[src/sasq_defs.vh]
// register indices, field positions and bus codes of the converter sequencer
// assumes inclusion by bare name from each design file
`ifndef SASQ_DEFS_VH
`define SASQ_DEFS_VH

`define SASQ_AXI_AW        18
`define SASQ_IDX_W         16
`define SASQ_IDX_CH6_LOW   16'hf2dc
`define SASQ_IDX_CH6_HIGH  16'hf2dd
`define SASQ_IDX_CH7_LOW   16'hf2de
`define SASQ_IDX_CH7_HIGH  16'hf2df
`define SASQ_IDX_LOOP      16'hf2f0
`define SASQ_IDX_RUN       16'hf2f1
`define SASQ_IDX_MASK      16'hf2f2
`define SASQ_IDX_IRQ_STAT  16'hf2f4
`define SASQ_IDX_IRQ_EN    16'hf2f5
`define SASQ_IDX_IRQ_CLR   16'hf2f6
`define SASQ_IDX_SEQ_STATE 16'hf2f7

`define SASQ_LOOP_BIT      0
`define SASQ_RUN_BIT       0
`define SASQ_DONE_EVT      0
`define SASQ_BUSY_BIT      3
`define SASQ_RESET_BYTE    8'h00
`define SASQ_RES_W         10
`define SASQ_NUM_CH        8
`define SASQ_CH_W          3
`define SASQ_FIRST_KEPT_CH 3'h6
`define SASQ_KEPT_CH       2
`define SASQ_RESP_OKAY     2'b00
`define SASQ_RESP_SLVERR   2'b10

`endif

[src/sasq_irq.v]
// sticky event status, enable mask and level interrupt
// assumes events are one-cycle pulses in the aclk domain
`timescale 1ns/10ps
`default_nettype none
`include "sasq_defs.vh"

module sasq_irq #(
	parameter N = 1
) (
	input  wire         aclk,
	input  wire         aresetn,
	input  wire [N-1:0] event_in,
	input  wire         en_we,
	input  wire [N-1:0] en_wdata,
	input  wire         clr_we,
	input  wire [N-1:0] clr_wdata,
	output reg  [N-1:0] status_q,
	output reg  [N-1:0] enable_q,
	output reg          irq_q
);
	wire [N-1:0] clr_mask;
	wire [N-1:0] status_d;

	assign clr_mask = clr_we ? clr_wdata : {N{1'b0}};
	// a new event beats a clear in the same cycle
	assign status_d = (status_q & ~clr_mask) | event_in;

	always @(posedge aclk) begin
		if (!aresetn) begin
			status_q <= {N{1'b0}};
			enable_q <= {N{1'b0}};
			irq_q    <= 1'b0;
		end else begin
			status_q <= status_d;
			if (en_we) begin
				enable_q <= en_wdata;
			end
			irq_q <= |(status_d & (en_we ? en_wdata : enable_q));
		end
	end
endmodule // sasq_irq

`default_nettype wire

[src/sasq_seq.v]
// channel sequencer: walks the captured mask upward, one conversion at a time
// assumes the core answers each start with exactly one done pulse
`timescale 1ns/10ps
`default_nettype none
`include "sasq_defs.vh"

module sasq_seq #(
	parameter NCH = `SASQ_NUM_CH,
	parameter CW  = `SASQ_CH_W
) (
	input  wire           aclk,
	input  wire           aresetn,
	input  wire           start,
	input  wire           stop,
	input  wire           loop_sel,
	input  wire [NCH-1:0] mask,
	input  wire           conv_done,
	output reg            conv_start_q,
	output reg  [CW-1:0]  conv_chan_q,
	output wire           res_we,
	output reg            seq_done_q,
	output reg            run_clear_q,
	output wire           busy
);
	localparam ST_IDLE  = 2'd0;
	localparam ST_ISSUE = 2'd1;
	localparam ST_WAIT  = 2'd2;

	reg [1:0]     state_q;
	reg [NCH-1:0] mask_cap_q;
	wire [CW:0]   next_hit;
	wire [CW:0]   first_new;

	// lowest enabled channel at or above 'from'; msb flags a hit
	function [CW:0] first_from;
		input [NCH-1:0] m;
		input [CW:0]    from;
		integer         i;
		begin
			first_from = {(CW+1){1'b0}};
			for (i = NCH - 1; i >= 0; i = i - 1) begin
				if (m[i] && (i >= from)) begin
					first_from = {1'b1, i[CW-1:0]};
				end
			end
		end
	endfunction

	assign next_hit  = first_from(mask_cap_q, {1'b0, conv_chan_q} + 1'b1);
	assign first_new = first_from(mask, {(CW+1){1'b0}});
	// an abort in the same cycle as done discards that result
	assign res_we = (state_q == ST_WAIT) && conv_done && !stop;
	assign busy   = (state_q != ST_IDLE);

	always @(posedge aclk) begin
		if (!aresetn) begin
			state_q      <= ST_IDLE;
			mask_cap_q   <= {NCH{1'b0}};
			conv_chan_q  <= {CW{1'b0}};
			conv_start_q <= 1'b0;
			seq_done_q   <= 1'b0;
			run_clear_q  <= 1'b0;
		end else begin
			conv_start_q <= 1'b0;
			seq_done_q   <= 1'b0;
			run_clear_q  <= 1'b0;
			if (stop) begin
				state_q <= ST_IDLE;
			end else begin
				case (state_q)
				ST_IDLE: begin
					if (start && first_new[CW]) begin
						mask_cap_q  <= mask;
						conv_chan_q <= first_new[CW-1:0];
						state_q     <= ST_ISSUE;
					end
				end
				ST_ISSUE: begin
					conv_start_q <= 1'b1;
					state_q      <= ST_WAIT;
				end
				ST_WAIT: begin
					if (conv_done) begin
						if (next_hit[CW]) begin
							conv_chan_q <= next_hit[CW-1:0];
							state_q     <= ST_ISSUE;
						end else begin
							seq_done_q <= 1'b1;
							if (loop_sel && first_new[CW]) begin
								// mask edits only count from here on
								mask_cap_q  <= mask;
								conv_chan_q <= first_new[CW-1:0];
								state_q     <= ST_ISSUE;
							end else begin
								run_clear_q <= 1'b1;
								state_q     <= ST_IDLE;
							end
						end
					end
				end
				default: begin
					state_q <= ST_IDLE;
				end
				endcase
			end
		end
	end
endmodule // sasq_seq

`default_nettype wire

[src/sasq_top.v]
// converter sequencer control: axi4-lite registers, run logic, results 6 and 7
// assumes one aclk domain and an external converter core on the conv_* pins
`timescale 1ns/10ps
`default_nettype none
`include "sasq_defs.vh"

// What this block does
// - low byte bits 7:6 hold result bits 1:0
// - high byte holds result bits 9:2
// - results read-only, reset zero, load on completion
// - low result allows 16-bit read of pair
// - loop bit picks single or continuous mode
// - single mode clears run after last channel
// - run bit: write 1 starts, 0 stops
// - mask bit n enables channel n
// - enabled channels convert in ascending order
// - run with empty mask: nothing, reads 0
// - control and mask registers read/write, reset zero
// - continuous mode restarts until run cleared
// - completion interrupt after last selected channel
// - mask captured at start until completion
module sasq_top #(
	parameter AW  = `SASQ_AXI_AW,
	parameter NCH = `SASQ_NUM_CH,
	parameter CW  = `SASQ_CH_W,
	parameter RW  = `SASQ_RES_W
) (
	input  wire          aclk,
	input  wire          aresetn,
	input  wire [AW-1:0] s_axi_awaddr,
	input  wire [2:0]    s_axi_awprot,
	input  wire          s_axi_awvalid,
	output reg           s_axi_awready,
	input  wire [31:0]   s_axi_wdata,
	input  wire [3:0]    s_axi_wstrb,
	input  wire          s_axi_wvalid,
	output reg           s_axi_wready,
	output reg  [1:0]    s_axi_bresp,
	output reg           s_axi_bvalid,
	input  wire          s_axi_bready,
	input  wire [AW-1:0] s_axi_araddr,
	input  wire [2:0]    s_axi_arprot,
	input  wire          s_axi_arvalid,
	output reg           s_axi_arready,
	output reg  [31:0]   s_axi_rdata,
	output reg  [1:0]    s_axi_rresp,
	output reg           s_axi_rvalid,
	input  wire          s_axi_rready,
	output wire          conv_start,
	output wire [CW-1:0] conv_chan,
	input  wire          conv_done,
	input  wire [RW-1:0] conv_data,
	output wire          conversion_done_irq
);
	////////////////////////////////////////////////////////////////////////////////
	// declarations

	reg  [AW-1:0]  aw_addr_q;
	reg            aw_have_q;
	reg  [31:0]    w_data_q;
	reg  [3:0]     w_strb_q;
	reg            w_have_q;
	reg            continuous_select_q;
	reg            run_bit_q;
	reg  [NCH-1:0] channel_select_mask_q;
	reg  [RW-1:0]  kept_res_q [0:`SASQ_KEPT_CH-1];
	reg  [31:0]    rd_word;
	reg            run_d;

	wire           wr_fire;
	wire [15:0]    wr_idx;
	wire [15:0]    rd_idx;
	wire           run_wr;
	wire           run_wval;
	wire           run_start;
	wire           run_stop;
	wire           res_we;
	wire           seq_done;
	wire           run_clear;
	wire           seq_busy;
	wire           irq_status;
	wire           irq_enable;

	// printed offsets are word indices, so the byte address is four times that
	assign wr_idx = aw_addr_q[AW-1:2];
	assign rd_idx = s_axi_araddr[AW-1:2];

	// decode shared by the write and read paths
	function addr_mapped;
		input [15:0] idx;
		begin
			case (idx)
			`SASQ_IDX_CH6_LOW, `SASQ_IDX_CH6_HIGH,
			`SASQ_IDX_CH7_LOW, `SASQ_IDX_CH7_HIGH,
			`SASQ_IDX_LOOP, `SASQ_IDX_RUN, `SASQ_IDX_MASK,
			`SASQ_IDX_IRQ_STAT, `SASQ_IDX_IRQ_EN,
			`SASQ_IDX_IRQ_CLR, `SASQ_IDX_SEQ_STATE: addr_mapped = 1'b1;
			default: addr_mapped = 1'b0;
			endcase
		end
	endfunction

	////////////////////////////////////////////////////////////////////////////////
	// axi4-lite write channel: address and data taken in either order

	assign wr_fire = aw_have_q && w_have_q && !s_axi_bvalid;

	always @(posedge aclk) begin
		if (!aresetn) begin
			s_axi_awready <= 1'b0;
			s_axi_wready  <= 1'b0;
			s_axi_bvalid  <= 1'b0;
			s_axi_bresp   <= `SASQ_RESP_OKAY;
			aw_have_q     <= 1'b0;
			w_have_q      <= 1'b0;
			aw_addr_q     <= {AW{1'b0}};
			w_data_q      <= 32'h0000_0000;
			w_strb_q      <= 4'h0;
		end else begin
			if (s_axi_awvalid && s_axi_awready) begin
				aw_addr_q     <= s_axi_awaddr;
				aw_have_q     <= 1'b1;
				s_axi_awready <= 1'b0;
			end else if (!aw_have_q && !s_axi_awready && !s_axi_bvalid) begin
				s_axi_awready <= 1'b1;
			end
			if (s_axi_wvalid && s_axi_wready) begin
				w_data_q     <= s_axi_wdata;
				w_strb_q     <= s_axi_wstrb;
				w_have_q     <= 1'b1;
				s_axi_wready <= 1'b0;
			end else if (!w_have_q && !s_axi_wready && !s_axi_bvalid) begin
				s_axi_wready <= 1'b1;
			end
			if (wr_fire) begin
				aw_have_q    <= 1'b0;
				w_have_q     <= 1'b0;
				s_axi_bvalid <= 1'b1;
				// read-only targets accept and drop the write
				s_axi_bresp  <= addr_mapped(wr_idx) ? `SASQ_RESP_OKAY : `SASQ_RESP_SLVERR;
			end else if (s_axi_bvalid && s_axi_bready) begin
				s_axi_bvalid <= 1'b0;
			end
		end
	end

	////////////////////////////////////////////////////////////////////////////////
	// control registers

	// the run byte is reached alone or as the upper lane of a 16-bit loop write
	assign run_wr   = wr_fire && (((wr_idx == `SASQ_IDX_RUN) && w_strb_q[0]) ||
	                  ((wr_idx == `SASQ_IDX_LOOP) && w_strb_q[1]));
	assign run_wval = (wr_idx == `SASQ_IDX_RUN) ? w_data_q[`SASQ_RUN_BIT] :
	                  w_data_q[8 + `SASQ_RUN_BIT];
	// an empty mask refuses the start and leaves run at zero
	assign run_start = run_wr && run_wval && !run_bit_q && (|channel_select_mask_q);
	assign run_stop  = run_wr && !run_wval;

	always @* begin
		run_d = run_bit_q;
		if (run_stop) begin
			run_d = 1'b0;
		end else if (run_start) begin
			run_d = 1'b1;
		end else if (run_clear) begin
			run_d = 1'b0;
		end
	end

	always @(posedge aclk) begin
		if (!aresetn) begin
			continuous_select_q   <= 1'b0;
			run_bit_q             <= 1'b0;
			channel_select_mask_q <= {NCH{1'b0}};
		end else begin
			run_bit_q <= run_d;
			if (wr_fire && (wr_idx == `SASQ_IDX_LOOP) && w_strb_q[0]) begin
				continuous_select_q <= w_data_q[`SASQ_LOOP_BIT];
			end
			if (wr_fire && (wr_idx == `SASQ_IDX_MASK) && w_strb_q[0]) begin
				channel_select_mask_q <= w_data_q[NCH-1:0];
			end
		end
	end

	////////////////////////////////////////////////////////////////////////////////
	// result storage for the two kept channels

	genvar k;
	generate
		for (k = 0; k < `SASQ_KEPT_CH; k = k + 1) begin : g_res
			always @(posedge aclk) begin
				if (!aresetn) begin
					kept_res_q[k] <= {RW{1'b0}};
				end else if (res_we &&
				             (conv_chan == (`SASQ_FIRST_KEPT_CH + k[CW-1:0]))) begin
					kept_res_q[k] <= conv_data;
				end
			end
		end
	endgenerate

	////////////////////////////////////////////////////////////////////////////////
	// axi4-lite read channel

	always @* begin
		rd_word = 32'h0000_0000;
		case (rd_idx)
		`SASQ_IDX_CH6_LOW: begin
			// upper lane carries the high byte so a 16-bit read gets the pair
			rd_word[7:6]  = kept_res_q[0][1:0];
			rd_word[15:8] = kept_res_q[0][RW-1:2];
		end
		`SASQ_IDX_CH6_HIGH: begin
			rd_word[7:0] = kept_res_q[0][RW-1:2];
		end
		`SASQ_IDX_CH7_LOW: begin
			rd_word[7:6]  = kept_res_q[1][1:0];
			rd_word[15:8] = kept_res_q[1][RW-1:2];
		end
		`SASQ_IDX_CH7_HIGH: begin
			rd_word[7:0] = kept_res_q[1][RW-1:2];
		end
		`SASQ_IDX_LOOP: begin
			rd_word[`SASQ_LOOP_BIT]     = continuous_select_q;
			rd_word[8 + `SASQ_RUN_BIT]  = run_bit_q;
		end
		`SASQ_IDX_RUN: begin
			rd_word[`SASQ_RUN_BIT] = run_bit_q;
		end
		`SASQ_IDX_MASK: begin
			rd_word[NCH-1:0] = channel_select_mask_q;
		end
		`SASQ_IDX_IRQ_STAT: begin
			rd_word[`SASQ_DONE_EVT] = irq_status;
		end
		`SASQ_IDX_IRQ_EN: begin
			rd_word[`SASQ_DONE_EVT] = irq_enable;
		end
		`SASQ_IDX_SEQ_STATE: begin
			rd_word[CW-1:0]        = conv_chan;
			rd_word[`SASQ_BUSY_BIT] = seq_busy;
		end
		default: begin
			rd_word = 32'h0000_0000;
		end
		endcase
	end

	always @(posedge aclk) begin
		if (!aresetn) begin
			s_axi_arready <= 1'b0;
			s_axi_rvalid  <= 1'b0;
			s_axi_rdata   <= 32'h0000_0000;
			s_axi_rresp   <= `SASQ_RESP_OKAY;
		end else begin
			if (s_axi_arvalid && s_axi_arready) begin
				s_axi_rdata   <= rd_word;
				s_axi_rresp   <= addr_mapped(rd_idx) ? `SASQ_RESP_OKAY : `SASQ_RESP_SLVERR;
				s_axi_rvalid  <= 1'b1;
				s_axi_arready <= 1'b0;
			end else if (s_axi_rvalid && s_axi_rready) begin
				s_axi_rvalid <= 1'b0;
			end else if (!s_axi_rvalid && !s_axi_arready) begin
				s_axi_arready <= 1'b1;
			end
		end
	end

	////////////////////////////////////////////////////////////////////////////////
	// sequencer and interrupt

	sasq_seq #(
		.NCH (NCH),
		.CW  (CW)
	) u_seq (
		.aclk         (aclk),
		.aresetn      (aresetn),
		.start        (run_start),
		.stop         (run_stop),
		.loop_sel     (continuous_select_q),
		.mask         (channel_select_mask_q),
		.conv_done    (conv_done),
		.conv_start_q (conv_start),
		.conv_chan_q  (conv_chan),
		.res_we       (res_we),
		.seq_done_q   (seq_done),
		.run_clear_q  (run_clear),
		.busy         (seq_busy)
	);

	sasq_irq #(
		.N (1)
	) u_irq (
		.aclk      (aclk),
		.aresetn   (aresetn),
		.event_in  (seq_done),
		.en_we     (wr_fire && (wr_idx == `SASQ_IDX_IRQ_EN) && w_strb_q[0]),
		.en_wdata  (w_data_q[`SASQ_DONE_EVT]),
		.clr_we    (wr_fire && (wr_idx == `SASQ_IDX_IRQ_CLR) && w_strb_q[0]),
		.clr_wdata (w_data_q[`SASQ_DONE_EVT]),
		.status_q  (irq_status),
		.enable_q  (irq_enable),
		.irq_q     (conversion_done_irq)
	);

	// awprot and arprot carry no meaning for this block
	wire unused_prot;
	assign unused_prot = ^{s_axi_awprot, s_axi_arprot, w_data_q[31:16]};
endmodule // sasq_top

`default_nettype wire

[config.mk]
export PLATFORM = sky130hd
export DESIGN_NAME = sasq_top
export DESIGN_NICKNAME = d
export VERILOG_FILES = /design/src/sasq_irq.v /design/src/sasq_seq.v /design/src/sasq_top.v
export VERILOG_INCLUDE_DIRS = /design/src /design/src/src
export SDC_FILE = /design/constraint.sdc
export NUM_CORES = 1
export LEC_CHECK = 0
export BUFFER_PORTS_ARGS = -buffer_cell sky130_fd_sc_hd__buf_2
export CAP_MARGIN = 20
export CORE_UTILIZATION = 40
export CTS_CLUSTER_DIAMETER = 200
export DETAILED_ROUTE_END_ITERATION = 7
export PLACE_DENSITY = 0.62
export SETUP_SLACK_MARGIN = 0.3
export SYNTH_ARGS = -nofsm -noshare
export SYNTH_HDL_FRONTEND = slang
export SYNTH_SLANG_ARGS = --single-unit
export TNS_END_PERCENT = 1
[constraint.sdc]
create_clock -name aclk -period 3.1 [get_ports aclk]
set_input_delay 0.155 -clock aclk [delete_from_list [all_inputs] [get_ports aclk]]
set_output_delay 0.155 -clock aclk [all_outputs]
set_load 0.02 [all_outputs]
==> run metrics <==
DPL Wire Length 8960 um; drt total wl 12,400 um; DR DRC count 0; Layout area overhead 16.2%; Post-synth EDFFs 20; clk buf depth 2; Overflow after GRT 0; vias in the first global route 4,044; clock buffer count from CTS 9; Via-to-Cell Ratio 5.39; per-cell routed wire length 15.7 um; Worst Path Arrival 2.91 ns; CP cell instances ha_1 > ha_1 > a31oi_1 > a21boi_2 > o21bai_4 > o21ai_0 > a211o_2 > a311oi_2; CP max-delay cell dfxtp_1; Max-cap violations 0; setup TNS 0 ns; Syn. warnings 0; die area 12,700 um^2; Synth Area in XOR/XNOR 0%; count leader, synth nand2_1; TritonCTS clock tree yes; Critical Path RT 3.36 ns; Max Clk Rate 0.378 GHz; Initial DRT Pass Iterations 4; final hold vios 0; Iteration-0 DRC Markers 240; top cell type's share of synthesized area 33.0%; Placer Congestion 0.851; vias 4,254; fin crit share 85.5%; area leader, netlist dfxtp_1; Clock transition at path regs 0.07 ns; Power Dens Cells 482 nW/um^2; Most common cell on crit path ha_1; Buf+Inv Stages, Crit Path 0; ANT nets after route 0; met2 GRT Util 33.6%; total track usage 19.9%; root buffer cell clkbuf_16; mux contribution to synthesized area 5.47%; relative slew slack 50.9%; initial antenna violation count 0; family with the most delay on the worst path compound AO/OA/AOI/OAI gates; Worst Setup End Kind flip-flop; grt peak-use layer met2; post-synthesis compound-gate area fraction 15.2%; asr flop ratio synth 0%; Peak VDD IR 0.235 mV; syn_area_per_cell 8.87 um^2; # IOs 142; met3 GRT Util 3.11%; number of placement rows 40; leakage 0.00223 uW; Main synth FF type dfxtp_1; Initial Util 40.9%; maximum net fanout on the critical path 10; Synth Area in Adders 0.764%; max-slew violations 0; Seq cells post-synth 101; simple-gate portion of the synthesized area 27.2%; RSZ-0062 raised after global routing yes; Post-Syn Area 4920 um^2; pin count of the biggest net entering global routing 57; total clock sinks 101; Final Skew 0.00849 ns; Global Route met1 Usage 25.3%; Util after Layout 47.6%; H-tree depth 3; fin nets 736; largest cells by area after synthesis dfxtp_1 (33%), edfxtp_1 (12%), nand2_1 (7.7%); Startpoint Class flip-flop; core region area 12,000 um^2; Die X 113 um; kind of critical path flip-flop to flip-flop; Synth top cells by count nand2_1 (101), dfxtp_1 (81), a21oi_1 (44), nor2_1 (44), and2_1 (25); first-pass GRT wire length 19,800 um; port bufs 88; worst stage delay on the critical path 0.57 ns; setup violators final 0; sequential fraction of the synthesis area 45.2%; Least-Margin Pin Slew 0.730 ns; largest family of logic cells by synthesized area simple AND/OR/NAND/NOR gates; clk_lat worst skew 0.36 ns; Cell variety after synth 73; status complete, no violations; Period minus WS final 2.65 ns; chip height 113 um; type of the worst min-delay path primary input to flip-flop; gate count of the mapped netlist 554; ant diodes 0; share of layout cells above drive strength 1 21.5%
-- logic make-up after synthesis --
kind of cell,after synthesis
adders and majority gates,3
buffers and inverters,53
AOI/OAI and AO/OA,107
other,1
and+or+nand+nor,264
muxes,25
DFF,101
-- sequential cells by signal (all words and copies together), names as in the netlist, 2 cells and up --
register	flops
w_data_q	9
w_strb_q	2
u_seq.mask_cap_q	8
u_seq.state_q	2
aw_addr_q	16
s_axi_rdata	16
channel_select_mask_q	8
kept_res_q	20
u_seq.conv_chan_q	3
-- worst reg2reg max path, delay by kind of cell (launching register included) --
family / cells / cell delay [ns]
compound gates: 6 / 1.41
fa+ha+maj: 2 / 0.58
flops: 1 / 0.57
-- power breakdown --
| group | switching, uW | total, uW | internal [uW] | leakage [uW] |
|---|---|---|---|---|
| Clock | 520 | 1100 | 581 | 0.000146 |
| Sequential | 34.5 | 1420 | 1380 | 0.000847 |
| Combinational | 149 | 232 | 82.8 | 0.00123 |
-- stage by stage --
step           instance area, um^2  setup WS [ns]  instances  hold WS [ns]  power (uW)
3_5_place_dp                  5400          0.266        771         0.403        1680
4_1_cts                       5710          0.432        789        0.0341        2770
3_3_place_gp                  5390          0.333        769         0.398        1670
6_report                      5710          0.451        789        0.0403        2750
2_1_floorplan                 4980          0.562        571         0.291        1610
5_1_grt                       5710          0.275        789        0.0481        2860
-- layer usage --
metal  vias to the layer above  part of all wire, %
met5                         -                    0
met4                         0                  1.4
met3                        12                  6.5
met2                       126                   48
met1                      2023                   45
li1                       2093                    -
-- placed cells by master, fill, tap and decap left out, types with 3 or more instances in the layout --
master	synthesis	routed
nand2_1	101	101
buf_2	2	90
dfxtp_1	81	81
nor2_1	44	44
a21oi_1	44	43
and2_1	25	25
mux2i_1	22	22
nor3_1	20	20
edfxtp_1	20	20
conb_1	1	18
nand3_1	13	13
nand2b_1	12	12
nand4_1	11	11
inv_1	10	10
o21ai_0	9	9
clkbuf_16	0	9
a221oi_1	8	8
buf_4	19	8
a22o_1	7	7
a22oi_1	5	5
nor2b_1	5	5
o211ai_1	4	4
nor3_2	3	3
nand4b_1	3	3
and3_1	3	3
o21a_1	3	3
nor4_1	3	3
a31oi_1	3	3
ha_1	3	3
inv_6	0	3
-- path summary, 6_finish.rpt --
| path | startpoint | cells after the start | endpoint | slack (ns) |
|---|---|---|---|---|
| worst min-delay path | s_axi_awaddr[6] | 3 | aw_addr_q[6] | 0.04 |
| worst max register to register | u_seq.conv_chan_q[0] | 8 | u_seq.conv_chan_q[1] | 0.45 |
| worst max-delay path | u_seq.conv_chan_q[0] | 8 | u_seq.conv_chan_q[1] | 0.45 |
| worst min register to register | aw_addr_q[12] | 2 | aw_addr_q[12] | 0.45 |
-- final cells by class --
class	count	area, um^2
fill	1166	6300
multi-input combinational	417	2470
sequential	101	2220
timing repair buffer	98	510
clock buffer	10	239
tap	147	184
clock inverter	6	51.3
inverter	10	37.5
-- timing repair --
item	in CTS	in global routing
buffers inserted	2	0
pin swaps	1	0
endpoints found under the setup margin	8	9
hold buffers	0	0
gates resized for setup	0	2
Power figures use the tool's default switching activity.
